### src/verilog/ebc_pkg.sv
`default_nettype none

package ebc_pkg;

    // ========================================================
    // address spaces
    typedef logic [1:0] ebc_space_t;
    localparam ebc_space_t SPACE_DATA = 2'h0;
    localparam ebc_space_t SPACE_PROG = 2'h1;
    localparam ebc_space_t SPACE_IO = 2'h2;

    // ========================================================
    // bus sequencer states
    typedef enum logic [2:0] {
        ST_IDLE = 3'h1,
        ST_ACCESS = 3'h2,
        ST_HOLD = 3'h4
    } ebc_state_e;

    // ========================================================
    // ready qualification and rom map
    localparam int READY_MIN_WS = 2;
    localparam int ROM_SIZE_KWORDS = 16;
    localparam int ROM_SEL_MSB = 15;
    localparam int ROM_SEL_LSB = 14;
    localparam logic [1:0] ROM_SEL_VAL = 2'h3;
    localparam logic MODE_MICROCOMPUTER = 1'b0;
    localparam logic MODE_MICROPROCESSOR = 1'b1;

    // ========================================================
    // synchroniser bit positions and idle pin levels
    localparam int SYNC_W = 4;
    localparam int SYNC_ROM = 0;
    localparam int SYNC_OFF_N = 1;
    localparam int SYNC_REQ_N = 2;
    localparam int SYNC_READY = 3;
    localparam logic [SYNC_W-1:0] SYNC_RESET = 4'h6;

endpackage

`default_nettype wire

### src/verilog/ebc_bus_ctrl.sv
// Behaviour
// rom select low at reset: microcomputer mode, rom in top 16K words.
// rom select high at reset: microprocessor mode, rom addresses external.
// rom select sampled only at reset; mode write may override it later.
// space selects idle high; only accessed space low while address valid.
// space selects float in hold and while output disable is low.
// memory strobe low only for external data or program access.
// io strobe low only for external io access.
// both strobes float in hold and while output disable is low.
// ready low means wait one cycle and sample ready again.
// ready checked only with at least two software wait states.
// ready never sampled before programmed wait states have elapsed.
// outside device holds ready low until it can complete.
// read/write line high, low only during an external write.
// read/write line floats in hold and while output disable is low.
// outside master holds bus request for as long as it needs bus.
// granted request floats address, data, control and asserts acknowledge.
// hold acknowledge driven high throughout reset.
// hold acknowledge floats while output disable is low.
// address lines float in hold and while output disable is low.
// data lines float unless writing, and during reset or bus request.
// running access finishes before hold; release resumes driving the bus.
`timescale 1ns/100ps
`default_nettype none

module ebc_bus_ctrl #(
    parameter int ADDR_W = 23,
    parameter int DATA_W = 16,
    parameter int WS_W = 3
) (
    input wire logic clk_i,
    input wire logic arst_n_i,
    input wire logic rom_map_select_i,
    input wire logic output_disable_n_i,
    input wire logic bus_request_n_i,
    input wire logic ready_i,
    input wire logic acc_req_i,
    input wire ebc_pkg::ebc_space_t acc_space_i,
    input wire logic acc_write_i,
    input wire logic [ADDR_W-1:0] acc_addr_i,
    input wire logic [DATA_W-1:0] acc_wdata_i,
    input wire logic [WS_W-1:0] acc_wait_states_i,
    output logic acc_ready_o,
    output logic acc_done_o,
    output logic acc_internal_o,
    output logic [DATA_W-1:0] acc_rdata_o,
    input wire logic mode_wr_i,
    input wire logic mode_wdata_i,
    output logic microprocessor_mode_o,
    output logic data_space_sel_n_o,
    output logic program_space_sel_n_o,
    output logic io_space_sel_n_o,
    output logic space_sel_oe_o,
    output logic memory_strobe_n_o,
    output logic io_access_strobe_n_o,
    output logic strobe_oe_o,
    output logic read_write_o,
    output logic read_write_oe_o,
    output logic bus_grant_ack_n_o,
    output logic bus_grant_ack_oe_o,
    output logic [ADDR_W-1:0] external_address_lines_o,
    output logic external_address_oe_o,
    input wire logic [DATA_W-1:0] external_data_lines_i,
    output logic [DATA_W-1:0] external_data_lines_o,
    output logic external_data_oe_o
);
    import ebc_pkg::*;

    // ========================================================
    // elaboration checks
    if (ADDR_W < ROM_SEL_MSB + 1) begin : g_bad_addr_w
        $error("address width too small for the rom window");
    end
    if (WS_W < 2) begin : g_bad_ws_w
        $error("wait state count cannot reach the ready threshold");
    end

    // ========================================================
    // pin synchronisers
    logic [SYNC_W-1:0] sync1_reg;
    logic [SYNC_W-1:0] sync2_reg;
    logic [DATA_W-1:0] dsync1_reg;
    logic [DATA_W-1:0] dsync2_reg;
    logic [1:0] rom_sync_reg;
    logic rom_pin_s;
    logic off_n_s;
    logic hold_req_s;
    logic ready_s;

    // read data travels the same two stages as ready
    always_ff @(posedge clk_i or negedge arst_n_i) begin
        if (!arst_n_i) begin
            sync1_reg <= SYNC_RESET;
            sync2_reg <= SYNC_RESET;
            dsync1_reg <= '0;
            dsync2_reg <= '0;
        end else begin
            sync1_reg <= {ready_i, bus_request_n_i, output_disable_n_i,
                          rom_map_select_i};
            sync2_reg <= sync1_reg;
            dsync1_reg <= external_data_lines_i;
            dsync2_reg <= dsync1_reg;
        end
    end

    // unreset, so the level held during reset is through when reset lifts
    always_ff @(posedge clk_i) begin
        rom_sync_reg <= {rom_sync_reg[0], rom_map_select_i};
    end

    assign rom_pin_s = rom_sync_reg[1];
    assign off_n_s = sync2_reg[SYNC_OFF_N];
    assign hold_req_s = !sync2_reg[SYNC_REQ_N];
    assign ready_s = sync2_reg[SYNC_READY];

    // ========================================================
    // rom map mode
    logic boot_done_reg;
    logic mode_reg;
    logic rom_hit;

    // the pin is caught in the first cycle after release, never later
    always_ff @(posedge clk_i or negedge arst_n_i) begin
        if (!arst_n_i) begin
            boot_done_reg <= 1'b0;
        end else begin
            boot_done_reg <= 1'b1;
        end
    end

    always_ff @(posedge clk_i or negedge arst_n_i) begin
        if (!arst_n_i) begin
            mode_reg <= MODE_MICROCOMPUTER;
        end else if (!boot_done_reg) begin
            mode_reg <= rom_pin_s;
        end else if (mode_wr_i) begin
            mode_reg <= mode_wdata_i;
        end
    end

    assign microprocessor_mode_o = mode_reg;
    assign rom_hit = (mode_reg == MODE_MICROCOMPUTER)
        && (acc_space_i == SPACE_PROG)
        && (acc_addr_i[ROM_SEL_MSB:ROM_SEL_LSB] == ROM_SEL_VAL);

    // ========================================================
    // access sequencer
    ebc_state_e state_reg;
    ebc_state_e state_next;
    logic take;
    logic ready_chk_reg;
    logic [WS_W-1:0] ws_cnt_reg;
    logic finish;

    // hold wins over a new access; a running access is never cut short
    assign acc_ready_o = (state_reg == ST_IDLE) && boot_done_reg
        && !hold_req_s;
    assign take = acc_req_i && acc_ready_o;
    assign finish = (state_reg == ST_ACCESS) && (ws_cnt_reg == '0)
        && (!ready_chk_reg || ready_s);

    always_comb begin
        state_next = state_reg;
        case (state_reg)
            ST_IDLE: begin
                if (boot_done_reg && hold_req_s) begin
                    state_next = ST_HOLD;
                end else if (take && !rom_hit) begin
                    state_next = ST_ACCESS;
                end
            end
            ST_ACCESS: begin
                if (finish) begin
                    state_next = ST_IDLE;
                end
            end
            ST_HOLD: begin
                if (!hold_req_s) begin
                    state_next = ST_IDLE;
                end
            end
            default: begin
                state_next = ST_IDLE;
            end
        endcase
    end

    always_ff @(posedge clk_i or negedge arst_n_i) begin
        if (!arst_n_i) begin
            state_reg <= ST_IDLE;
        end else begin
            state_reg <= state_next;
        end
    end

    always_ff @(posedge clk_i or negedge arst_n_i) begin
        if (!arst_n_i) begin
            ws_cnt_reg <= '0;
            ready_chk_reg <= 1'b0;
        end else if (take && !rom_hit) begin
            // reads last the synchroniser depth so data is from this access
            ws_cnt_reg <= (!acc_write_i && 32'(acc_wait_states_i)
                < READY_MIN_WS) ? WS_W'(READY_MIN_WS) : acc_wait_states_i;
            ready_chk_reg <= (32'(acc_wait_states_i) >= READY_MIN_WS);
        end else if (state_reg == ST_ACCESS && ws_cnt_reg != '0) begin
            ws_cnt_reg <= ws_cnt_reg - 1'b1;
        end
    end

    // ========================================================
    // latched access attributes
    ebc_space_t space_reg;
    logic write_reg;
    logic [ADDR_W-1:0] addr_reg;
    logic [DATA_W-1:0] wdata_reg;

    always_ff @(posedge clk_i or negedge arst_n_i) begin
        if (!arst_n_i) begin
            space_reg <= SPACE_DATA;
            write_reg <= 1'b0;
            addr_reg <= '0;
            wdata_reg <= '0;
        end else if (take && !rom_hit) begin
            space_reg <= acc_space_i;
            write_reg <= acc_write_i;
            addr_reg <= acc_addr_i;
            wdata_reg <= acc_wdata_i;
        end
    end

    // ========================================================
    // completion to the core
    always_ff @(posedge clk_i or negedge arst_n_i) begin
        if (!arst_n_i) begin
            acc_done_o <= 1'b0;
            acc_internal_o <= 1'b0;
            acc_rdata_o <= '0;
        end else begin
            acc_done_o <= finish || (take && rom_hit);
            acc_internal_o <= take && rom_hit;
            if (finish && !write_reg) begin
                acc_rdata_o <= dsync2_reg;
            end
        end
    end

    // ========================================================
    // pin drive
    logic in_access;
    logic drive_en;

    assign in_access = (state_reg == ST_ACCESS);
    // hold and output disable both release the selects, strobes, read/write and address pins
    assign drive_en = (state_reg != ST_HOLD) && off_n_s;

    assign data_space_sel_n_o = !(in_access && space_reg == SPACE_DATA);
    assign program_space_sel_n_o = !(in_access && space_reg == SPACE_PROG);
    assign io_space_sel_n_o = !(in_access && space_reg == SPACE_IO);
    assign space_sel_oe_o = drive_en;

    assign memory_strobe_n_o = !(in_access && space_reg != SPACE_IO);
    assign io_access_strobe_n_o = !(in_access && space_reg == SPACE_IO);
    assign strobe_oe_o = drive_en;

    assign read_write_o = !(in_access && write_reg);
    assign read_write_oe_o = drive_en;

    assign bus_grant_ack_n_o = (state_reg != ST_HOLD);
    assign bus_grant_ack_oe_o = off_n_s;

    assign external_address_lines_o = addr_reg;
    assign external_address_oe_o = drive_en;

    assign external_data_lines_o = wdata_reg;
    // a write overlapped by a bus request still completes, but undriven
    assign external_data_oe_o = in_access && write_reg && drive_en
        && !hold_req_s;
endmodule

`default_nettype wire

### config.mk
export PLATFORM = sky130hd
export DESIGN_NAME = ebc_bus_ctrl
export DESIGN_NICKNAME = d
export VERILOG_FILES = /design/src/verilog/ebc_pkg.sv /design/src/verilog/ebc_bus_ctrl.sv
export SDC_FILE = /design/constraint.sdc
export NUM_CORES = 1
export LEC_CHECK = 0
export BUFFER_PORTS_ARGS = -buffer_cell sky130_fd_sc_hd__buf_4
export CELL_PAD_IN_SITES_DETAIL_PLACEMENT = 0
export CELL_PAD_IN_SITES_GLOBAL_PLACEMENT = 1
export CORE_ASPECT_RATIO = 0.7
export CORE_MARGIN = 2
export CORE_UTILIZATION = 35
export CTS_CLUSTER_DIAMETER = 80
export DETAILED_ROUTE_END_ITERATION = 8
export PLACE_DENSITY = 0.87
export SYNTH_ARGS = -nofsm -noshare
export SYNTH_HDL_FRONTEND = slang
export SYNTH_SLANG_ARGS = --single-unit
export TNS_END_PERCENT = 50
### constraint.sdc
create_clock -name clk_i -period 1.85 [get_ports clk_i]
set_input_delay 0.0925 -clock clk_i [delete_from_list [all_inputs] [get_ports clk_i]]
set_output_delay 0.0925 -clock clk_i [all_outputs]
set_load 0.005 [all_outputs]
* After elaboration in Yosys (flattened, before gate mapping)
Cells that the tools add are included.
Word-level totals: register bits after elaboration 111, output and inout bits 72, input port bits 70, logic and storage cells 82
Cells by class: add/sub/neg operators 1, reductions and logical operators 38, order comparisons 2, multiplexer cells 10, bitwise operators 1, equality and inequality tests 13
Operators by type and width (number):
- 1-bit logical AND | 21
- 3-bit two-way mux | 7
- 1-bit zero test | 10
- 3-bit case mux with 3 select lines | 1
- 2-bit != test, second input constant | 4
- 2-bit by 1-bit == test with 1-bit output, second input constant | 2
- 2-bit == test, second input constant | 2
- 3-bit by 1-bit == test with 1-bit output, second input constant | 1
- 3-bit by 2-bit == test with 1-bit output, second input constant | 1
- 3-bit == test, second input constant | 1
- 3-bit by 2-bit greater-or-equal comparator with 1-bit output, second input constant | 1
- 3-bit zero test | 1
- 3-bit by 2-bit less-than comparator with 1-bit output, second input constant | 1
- 3-bit by 1-bit != test with 1-bit output, second input constant | 1
- 3-bit != test, second input constant | 1
- 3-bit AND reduction | 1
- 3-bit nonzero test | 1
- 3-bit by 1-bit subtractor with 3-bit output, second input constant | 1
- 2-bit zero test | 1
- 1-bit logical OR | 2
- 1-bit two-way mux | 2
- 2-bit nonzero test | 1
- 1-bit inverter | 1

* Longest topological paths before layout
Gate-level depths: netlist of the first run.
depth in word-level cells 8, depth in mapped cells 7, gate-level depth less buffers 6

* Worst setup path before layout of the first run
OpenSTA, ideal clock, no wires.
path kind flip-flop to flip-flop, start register state_reg[0], end register addr_reg[0] (netlist: external_address_lines_o[0]), slack -96 ps, buffers on the path 1, setup time 125 ps, cell stages (with the launch flop) 5, data arrival time 1821 ps, period minus slack after synthesis 1946 ps, required time 1725 ps, path through dfstp_2 or3b_1 a211oi_4 buf_6 mux2_2
On the way: cells in the longest elaborated chain, start to end 5
Ends and longest elaborated chain:
- start: declaration | line ebc_bus_ctrl.sv:148 | ebc_state_e state_reg;
- start signal: assignment | line ebc_bus_ctrl.sv:192 | state_reg <= state_next;
- 3-bit by 1-bit == test with 1-bit output | line ebc_bus_ctrl.sv:156 | assign acc_ready_o = (state_reg == ST_IDLE) && boot_done_reg
- 1-bit logical AND | line ebc_bus_ctrl.sv:156
- 1-bit logical AND | line ebc_bus_ctrl.sv:157 | && !hold_req_s;
- 1-bit logical AND | line ebc_bus_ctrl.sv:158 | assign take = acc_req_i && acc_ready_o;
- 1-bit logical AND | line ebc_bus_ctrl.sv:223 | end else if (take && !rom_hit) begin
- end signal: assignment | line ebc_bus_ctrl.sv:226 | addr_reg <= acc_addr_i;
- end: declaration | line ebc_bus_ctrl.sv:214 | logic [ADDR_W-1:0] addr_reg;
No other way between the ends. A chain may end at the register's enable or synchronous reset.

* Worst setup path in the final report of the first run
start register state_reg[0], end register wdata_reg[5] (netlist: external_data_lines_o[5])
On the way: cells in the longest elaborated chain, start to end 5
Ends and longest elaborated chain:
- 3-bit by 1-bit == test with 1-bit output | line ebc_bus_ctrl.sv:156
- 1-bit logical AND | line ebc_bus_ctrl.sv:156
- 1-bit logical AND | line ebc_bus_ctrl.sv:157
- 1-bit logical AND | line ebc_bus_ctrl.sv:158
- 1-bit logical AND | line ebc_bus_ctrl.sv:223
- end signal: assignment | line ebc_bus_ctrl.sv:227 | wdata_reg <= acc_wdata_i;
- end: declaration | line ebc_bus_ctrl.sv:215 | logic [DATA_W-1:0] wdata_reg;
No other way between the ends.

==> impl_metrics.tcl, run 1 <==
set metrics [dict create \
    synth.top_cell.area_share 0.667 \
    cp-end-kind "flop" \
    wl_um 8700 \
    place.gp.congestion 0.767 \
    skew_ns 0.00762 \
    synth-simple-area-share 0.0536 \
    yosysWarnings 0 \
    drtIter0Drc 65 \
    cp_slowest_cell "dfstp_2" \
    finalSetupViolCount 35 \
    grt_pass1_vias 2938 \
    synth_fa_ha_area_frac 0.00654 \
    arrival_ns 2.14 \
    crit_family "flip-flops" \
    top_usage_layer "met2" \
    fin_area_um2 6100 \
    grt-ovfl-total 0 \
    grtUsageMet2 0.264 \
    track_usage 0.152 \
    use_met3 0.0448 \
    fin_crit_sh 1.04 \
    synth-xor-area-share 0.00229 \
    synth_ff_type "dfrtp_1" \
    drc 0 \
    dieArea_um2 11800 \
    cts_tree "done" \
    ys_async_sr_fraction 0.982 \
    path_buf_inv 1 \
    ant_nets 0 \
    internal-power_mw 5.34 \
    drt_first_pass_iters 3 \
    switching_share 0.273 \
    port-buffer-count 141 \
    grtUsageMet1 0.184 \
    synth_seq_cells 109 \
    hold_class "in -> reg" \
    synth_top_family_by_area "multiplexers" \
    syn-num-nets 309 \
    yosysTopAreaCell "dfrtp_1" \
    path_clk_slew_ns 0.08 \
    synth_edf_count 0 \
    drive_above_1_share 0.531 \
    grt_pass1_wl_um 14000 \
    fmax_mhz 521 \
    tns_ns -1.38 \
    drv_slew 0 \
    synth_compound_area_frac 0.0337 \
    violations "setup timing" \
    vias_per_cell 4.38 \
    vias 2670 \
    fp.coreArea_um2 10500 \
    power.density_nw_per_um2 1210 \
    synthDistinctLibCells 37 \
    cts_buffers 9 \
    fin_crit_ns 1.92 \
    antenna_found_initial 0 \
    dpl-instance-area_um2 5120 \
    wl_per_cell_um 14.3 \
    ys_seq_area_frac 0.712 \
    row_count 31 \
    grt_max_degree 55 \
    path_cells "or3b_4 -> a211oi_4 -> buf_12 -> mux2_2" \
    min_path_cells 2 \
    start_util 0.364 \
    finalHoldViolations 0 \
    required_ns 2.07 \
    peakVddDrop_mv 0.707 \
    diodes 0 \
    criticalPathCategory "reg -> reg" \
    synth_area_leaders "dfrtp_1 67%, mux2_2 16%, dfstp_2 3.4%" \
    p_sw_mw 2.01 \
    root_buffer "clkbuf_16" \
    cts.sinks 109 \
    status "finished with violations" \
    clock_path_buffers 2 \
    place_hpwl_um 6050 \
    p_clk_frac 0.256 \
    cp_max_fo 33 \
    die-width_um 129 \
    syn-cell-area_um2 3830 \
    pwr-share-comb 0.286 \
    largest_reg_flops 23 \
    h-tree-depth 3 \
    rsz0062_at_grt "yes" \
    pwr-share-seq 0.458 \
    power.leakage_nw 2.89 \
    syn_inst 237 \
    max_cap_violations 0 \
    die_h_um 91.5 \
    nets 528 \
    cpPeakStageDelay_ns 0.53 \
    io_pins 142 \
    fin_ws_ns -0.0683 \
    clkLatencyLatePin_ns 0.34 \
    syn_to_final_growth_pct 59.5 \
    startpoint_type "flop" \
    final_cell_mix "150 x buf_4, 102 x dfrtp_1, 61 x dlygate4sd3_1" \
    cp.depth 4 \
    rr_worst_depth 4 \
    mostFrequentLayoutCell "buf_4" \
    synth.area.mux_share 0.164 \
    avgSynthCellArea_um2 16.1 \
]
[worst reg2reg max path: stages (launching register included)]
cell,delay (ns)
dfstp_2,0.53
or3b_4,0.40
a211oi_4,0.25
buf_12,0.24
mux2_2,0.39
[repair_timing]
item / CTS / global route
gates resized for setup: 6 / 8
endpoints found under the setup margin: 43 / 60
hold endpoints to repair: 88 / 0
cloned: 0 / 0
pin swaps: 1 / 1
buffers inserted: 2 / 1
hold buffers: 61 / 0
[Yosys cell counts, types with 3 or more instances]
cell type	number
dfrtp_1	102
mux2_2	54
nor2_1	9
nand2_1	8
o21ai_0	6
buf_4	5
dfstp_2	5
a21oi_1	4
buf_6	4
inv_1	4
nand3_1	3
o22a_1	3
[power groups by stage]
| stage | Combinational (mW) | Clock, mW | Sequential, mW |
|---|---|---|---|
| 3_5_place_dp | 1.97 | 0 | 3.39 |
| 3_3_place_gp | 1.91 | 0 | 3.36 |
| 6_report | 2.10 | 1.88 | 3.37 |
| 2_1_floorplan | 0.760 | 0 | 3.39 |
| 4_1_cts | 2.10 | 1.95 | 3.36 |
| 5_1_grt | 2.29 | 2.03 | 3.45 |
[logic make-up (layout without fill, tap and decap cells)]
family | after synthesis | after routing
flops | 109 | 109
mux | 56 | 56
simple gates | 37 | 37
compound gates | 17 | 17
buf+inv | 14 | 238
fa+ha+maj | 2 | 2
other cells | 1 | 1
xor+xnor | 1 | 1
[metrics by stage]
step,power (mW),utilization,hold WS (ns),instances,setup WS (ns)
after floorplan,4.15,-,-0.203,237,-0.0767
after global placement,5.27,0.487,0.0656,529,-0.00744
after detailed placement,5.36,0.487,0.0654,529,-0.0828
after CTS,7.40,0.577,0.000000777,608,-0.0612
after global routing,7.77,0.581,0.0134,609,-0.132
final,7.35,0.581,0.0167,609,-0.0683
[final timing paths]
path	from	end	slack [ns]
worst max-delay path	state_reg[0]	external_data_lines_o[5]	-0.07
worst max register to register	state_reg[0]	external_data_lines_o[5]	-0.07
worst min register to register	rom_sync_reg[0]	rom_sync_reg[1]	0.33
min in group asynchronous	arst_n_i	dsync2_reg[7]	0.23
max in group asynchronous	arst_n_i	state_reg[0]	0.91
worst min-delay path	acc_write_i	write_reg	0.02
[layer usage]
metal	part of all wire	vias to the layer above
li1	-	1249
met1	0.42	1328
met2	0.52	86
met3	0.057	7
met4	0.0090	0
met5	0	-
[final cells by class]
class	count	area (µm²)
Clock inverter	7	71.3
Clock buffer	9	225
Tap cell	148	185
Fill cell	823	4410
Inverter	4	15.0
Timing Repair Buffer	218	1840
Sequential cell	109	2720
Multi-Input combinational cell	114	1040
(Power assumes the default switching activity.)
==> run 2: changes to the inputs <==
--- a/config.mk
+++ b/config.mk
@@ -13,6 +13,7 @@
 export CORE_UTILIZATION = 35
 export CTS_CLUSTER_DIAMETER = 80
 export DETAILED_ROUTE_END_ITERATION = 8
+export HOLD_SLACK_MARGIN = 0.05
 export PLACE_DENSITY = 0.87
 export SYNTH_ARGS = -nofsm -noshare
 export SYNTH_HDL_FRONTEND = slang
==> impl_metrics.tcl, run 2 (synthesis gave the netlist of run 1 again) <==
set metrics [dict create \
    path_cells "or3b_4 -> a211oi_4 -> buf_12 -> mux2_2" \
    final_cells 614 \
    clkLatencyLatePin_ns 0.34 \
    r2r_slack_ns -0.07 \
    finalHoldViolations 0 \
    arrival_ns 2.14 \
    rsz0062_at_grt "yes" \
    cpPeakStageDelay_ns 0.53 \
    criticalPathCategory "reg -> reg" \
    dieArea_um2 11800 \
    cp_slowest_cell "dfstp_2" \
    fmax_mhz 521 \
    cp-end-kind "flop" \
    grt-ovfl-total 0 \
    required_ns 2.07 \
    status "finished with violations" \
    die_h_um 91.5 \
    wl_per_cell_um 14.2 \
    largest_reg_flops 23 \
    drtIter0Drc 56 \
    cts.sinks 109 \
    grtUsageMet1 0.184 \
    fin_ws_ns -0.0679 \
    root_buffer "clkbuf_16" \
    dp.cells 529 \
    drv_slew 0 \
    peakVddDrop_mv 0.707 \
    track_usage 0.152 \
    skew_ns 0.00716 \
    path_buf_inv 1 \
    hold_class "in -> reg" \
    clock_path_buffers 2 \
    diodes 0 \
    top_usage_layer "met2" \
    antenna_found_initial 0 \
    fin_crit_sh 1.04 \
    grt_pass1_vias 2958 \
    max_cap_violations 0 \
    tns_ns -1.36 \
    nets 533 \
    syn_to_final_growth_pct 60.8 \
    fin_crit_ns 1.92 \
    start_util 0.364 \
    vias 2683 \
    cts_buffers 9 \
    io_pins 142 \
    cp_max_fo 33 \
    startpoint_type "flop" \
    path_clk_slew_ns 0.08 \
    fp.coreArea_um2 10500 \
    drc 0 \
    final_cell_mix "150 x buf_4, 102 x dfrtp_1, 66 x dlygate4sd3_1" \
    wl_um 8740 \
    fillers 820 \
    die-width_um 129 \
    power.leakage_nw 2.91 \
    regArea_um2 2720 \
    h-tree-depth 3 \
    multi_input_area_um2 1040 \
    cts_tree "done" \
    place_hpwl_um 6050 \
    finalSetupViolCount 35 \
    grt_max_degree 55 \
    vias_per_cell 4.37 \
    drive_above_1_share 0.526 \
    power.density_nw_per_um2 1200 \
    grtUsageMet2 0.265 \
    violations "setup timing" \
    port-buffer-count 141 \
    use_met3 0.0448 \
    drt_first_pass_iters 3 \
    crit_family "flip-flops" \
    grt_pass1_wl_um 14100 \
    mostFrequentLayoutCell "buf_4" \
    ant_nets 0 \
    row_count 31 \
    place.gp.congestion 0.767 \
]
==> run 2: layout make-up <==
class                   instances  share of cell area
flip-flops and latches        109               0.443
repair buffers                223               0.308
multi-input cells             114               0.169
clock buffers                   9              0.0366
well taps                     148              0.0301
clock inverters                 7              0.0116
inverters                       4             0.00244
==> run 2: routing by layer <==
| layer | part of all wire | vias to the layer above |
|---|---|---|
| met5 | 0 | - |
| met4 | 0.0089 | 0 |
| met3 | 0.057 | 7 |
| met2 | 0.51 | 86 |
| met1 | 0.42 | 1332 |
| li1 | - | 1258 |
==> run 2: tightest hold or removal path, stage by stage <==
cell and delay (ns):
buf_4 0.08, mux2i_1 0.06, a21oi_1 0.14
==> run 2: power breakdown <==
part | switching, mW | internal, mW | total [mW]
clock | 0.924 | 0.960 | 1.88
combinational | 0.731 | 1.38 | 2.11
sequential | 0.357 | 3.01 | 3.37
==> run 2: per-stage QoR <==
| step | util | area (µm²) | hold WS [ns] | setup slack (ns) | total power, mW |
|---|---|---|---|---|---|
| finish | 0.585 | 6150 | 0.0758 | -0.0679 | 7.36 |
| global route | 0.585 | 6150 | 0.0801 | -0.132 | 7.78 |
| CTS | 0.582 | 6120 | 0.0911 | -0.0612 | 7.41 |
| detailed placement | 0.487 | 5120 | 0.0654 | -0.0828 | 5.36 |
| global placement | 0.487 | 5120 | 0.0656 | -0.00744 | 5.27 |
| floorplan | - | 3830 | -0.203 | -0.0767 | 4.15 |
==> run 2: timing repair <==
item | 4_1_cts | 5_1_grt
setup endpoints to repair | 43 | 60
endpoints found under the hold margin | 97 | 0
pin swaps | 1 | 1
buffers inserted | 2 | 1
hold buffers | 66 | 0
gates resized for setup | 6 | 8
==> run 2: final timing paths <==
| kind | endpoint | from | cells after the start |
|---|---|---|---|
| max in group asynchronous | state_reg[0] | arst_n_i | 3 |
| min | microprocessor_mode_o | mode_wdata_i | 3 |
| min reg2reg | rom_sync_reg[1] | rom_sync_reg[0] | 0 |
| max reg2reg | external_data_lines_o[5] | state_reg[0] | 4 |
| min in group asynchronous | dsync2_reg[7] | arst_n_i | 2 |
| max | external_data_lines_o[5] | state_reg[0] | 4 |
==> run 3: changes to the inputs <==
--- a/config.mk
+++ b/config.mk
@@ -14,7 +14,7 @@
 export CTS_CLUSTER_DIAMETER = 80
 export DETAILED_ROUTE_END_ITERATION = 8
 export HOLD_SLACK_MARGIN = 0.05
-export PLACE_DENSITY = 0.87
+export PLACE_DENSITY_LB_ADDON = 0.1
 export SYNTH_ARGS = -nofsm -noshare
 export SYNTH_HDL_FRONTEND = slang
 export SYNTH_SLANG_ARGS = --single-unit
==> impl_metrics.tcl, run 3 (synthesis gave the netlist of run 1 again) <==
set metrics [dict create \
    status "finished with violations" \
    violations "setup timing" \
    die_h_um 91.5 \
    finalSetupViolCount 38 \
    min_path_cells 3 \
    max_cap_violations 0 \
    slew_headroom 0.646 \
    place.gp.congestion 0.736 \
    track_usage 0.155 \
    mostFrequentLayoutCell "buf_4" \
    total_power_mw 7.34 \
    drt_first_pass_iters 4 \
    fillers 881 \
    io_pins 142 \
    startpoint_type "flop" \
    diodes 0 \
    h-tree-depth 3 \
    finalHoldViolations 0 \
    cp-end-kind "flop" \
    cts_tree "done" \
    peakVddDrop_mv 0.547 \
    rr_worst_depth 4 \
    grt_pass1_wl_um 14100 \
    regArea_um2 2720 \
    cts_buffers 9 \
    fin_crit_ns 1.89 \
    power.density_nw_per_um2 1200 \
    final_cells 613 \
    wl_per_cell_um 14.1 \
    antenna_found_initial 0 \
    r2r_slack_ns -0.04 \
    port-buffer-count 141 \
    die-width_um 129 \
    fmax_mhz 529 \
    cp_max_fo 32 \
    vias 2675 \
    drtIter0Drc 92 \
    whs_ns 0.0664 \
    place_hpwl_um 5910 \
    cts.sinks 109 \
    power.leakage_nw 2.89 \
    hold_start "mode_wdata_i" \
    nets 532 \
    fin_area_um2 6120 \
    skew_ns 0.00935 \
    required_ns 2.08 \
    final_cell_mix "151 x buf_4, 102 x dfrtp_1, 66 x dlygate4sd3_1" \
    r2r_start "state_reg[0]" \
    path_clk_slew_ns 0.07 \
    drv_slew 0 \
    criticalPathCategory "reg -> reg" \
    rsz0062_at_grt "yes" \
    row_count 31 \
    start_util 0.364 \
    syn_to_final_growth_pct 59.9 \
    clkLatencyLatePin_ns 0.34 \
    wl_um 8670 \
    ant_nets 0 \
    dpl-instance-area_um2 5130 \
    grt_max_degree 43 \
    clock_path_buffers 2 \
    dieArea_um2 11800 \
    place_ws_ns -0.0347 \
    drc 0 \
    utilization 0.582 \
    drive_above_1_share 0.516 \
    fp.coreArea_um2 10500 \
    multi_input_area_um2 1020 \
    fin_crit_sh 1.02 \
    dp.cells 531 \
    grt_pass1_vias 2860 \
    hold_class "in -> reg" \
    arrival_ns 2.12 \
    whs_endpoint "microprocessor_mode_o" \
    largest_reg_flops 23 \
    worst_pin_slew_ns 0.531 \
    grt-ovfl-total 0 \
    tns_ns -0.818 \
    fin_ws_ns -0.0415 \
    root_buffer "clkbuf_16" \
    vias_per_cell 4.36 \
    r2r_end "external_address_lines_o[9]" \
]
run 3: final cells by class:
cell class,instances,share of cell area
Clock inverter,6,0.0117
Timing Repair Buffer,222,0.307
Clock buffer,10,0.0374
Sequential cell,109,0.445
Inverter,4,0.00245
Multi-Input combinational cell,114,0.166
Tap cell,148,0.0303
run 3: power by group:
| part | total (mW) | switching [mW] | internal (mW) | leakage [nW] |
|---|---|---|---|---|
| Clock | 1.93 | 0.867 | 1.06 | 0.139 |
| Sequential | 3.36 | 0.350 | 3.01 | 1.31 |
| Combinational | 2.05 | 0.706 | 1.35 | 1.44 |
| Total | 7.34 | 1.92 | 5.42 | 2.89 |
run 3: repair_timing:
action / CTS / global route
hold endpoints to repair: 105 / 0
pin swaps: 0 / 1
hold buffers: 66 / 0
setup buffers: 0 / 0
gates resized for setup: 4 / 2
endpoints found under the setup margin: 57 / 63
run 3: worst max-delay path, cell delays in order, from the launching register on:
cell and delay [ns]:
dfstp_2 0.53, or3b_4 0.39, a211oi_4 0.23, buf_12 0.24, mux2_2 0.36
run 3: per-layer routing:
layer / GRT usage / share of wire / vias up
li1: - / - / 1264
met1: 0.209 / 0.46 / 1298
met2: 0.228 / 0.45 / 104
met3: 0.0684 / 0.085 / 9
met4: 0.0435 / 0.011 / 0
met5: 0 / 0 / -
run 3: worst max path at each step:
stage                              from                      endpoint  slack [ns]  cells after the start
after floorplan            state_reg[0]   external_address_lines_o[0]       -0.08                      4
after global placement    ws_cnt_reg[0]               acc_rdata_o[11]       -0.03                      7
after detailed placement   state_reg[0]   external_address_lines_o[9]       -0.03                      4
after CTS                  state_reg[0]  external_address_lines_o[18]       -0.04                      4
after global routing       state_reg[0]      external_data_lines_o[5]        -0.1                      4
final                      state_reg[0]   external_address_lines_o[9]       -0.04                      4
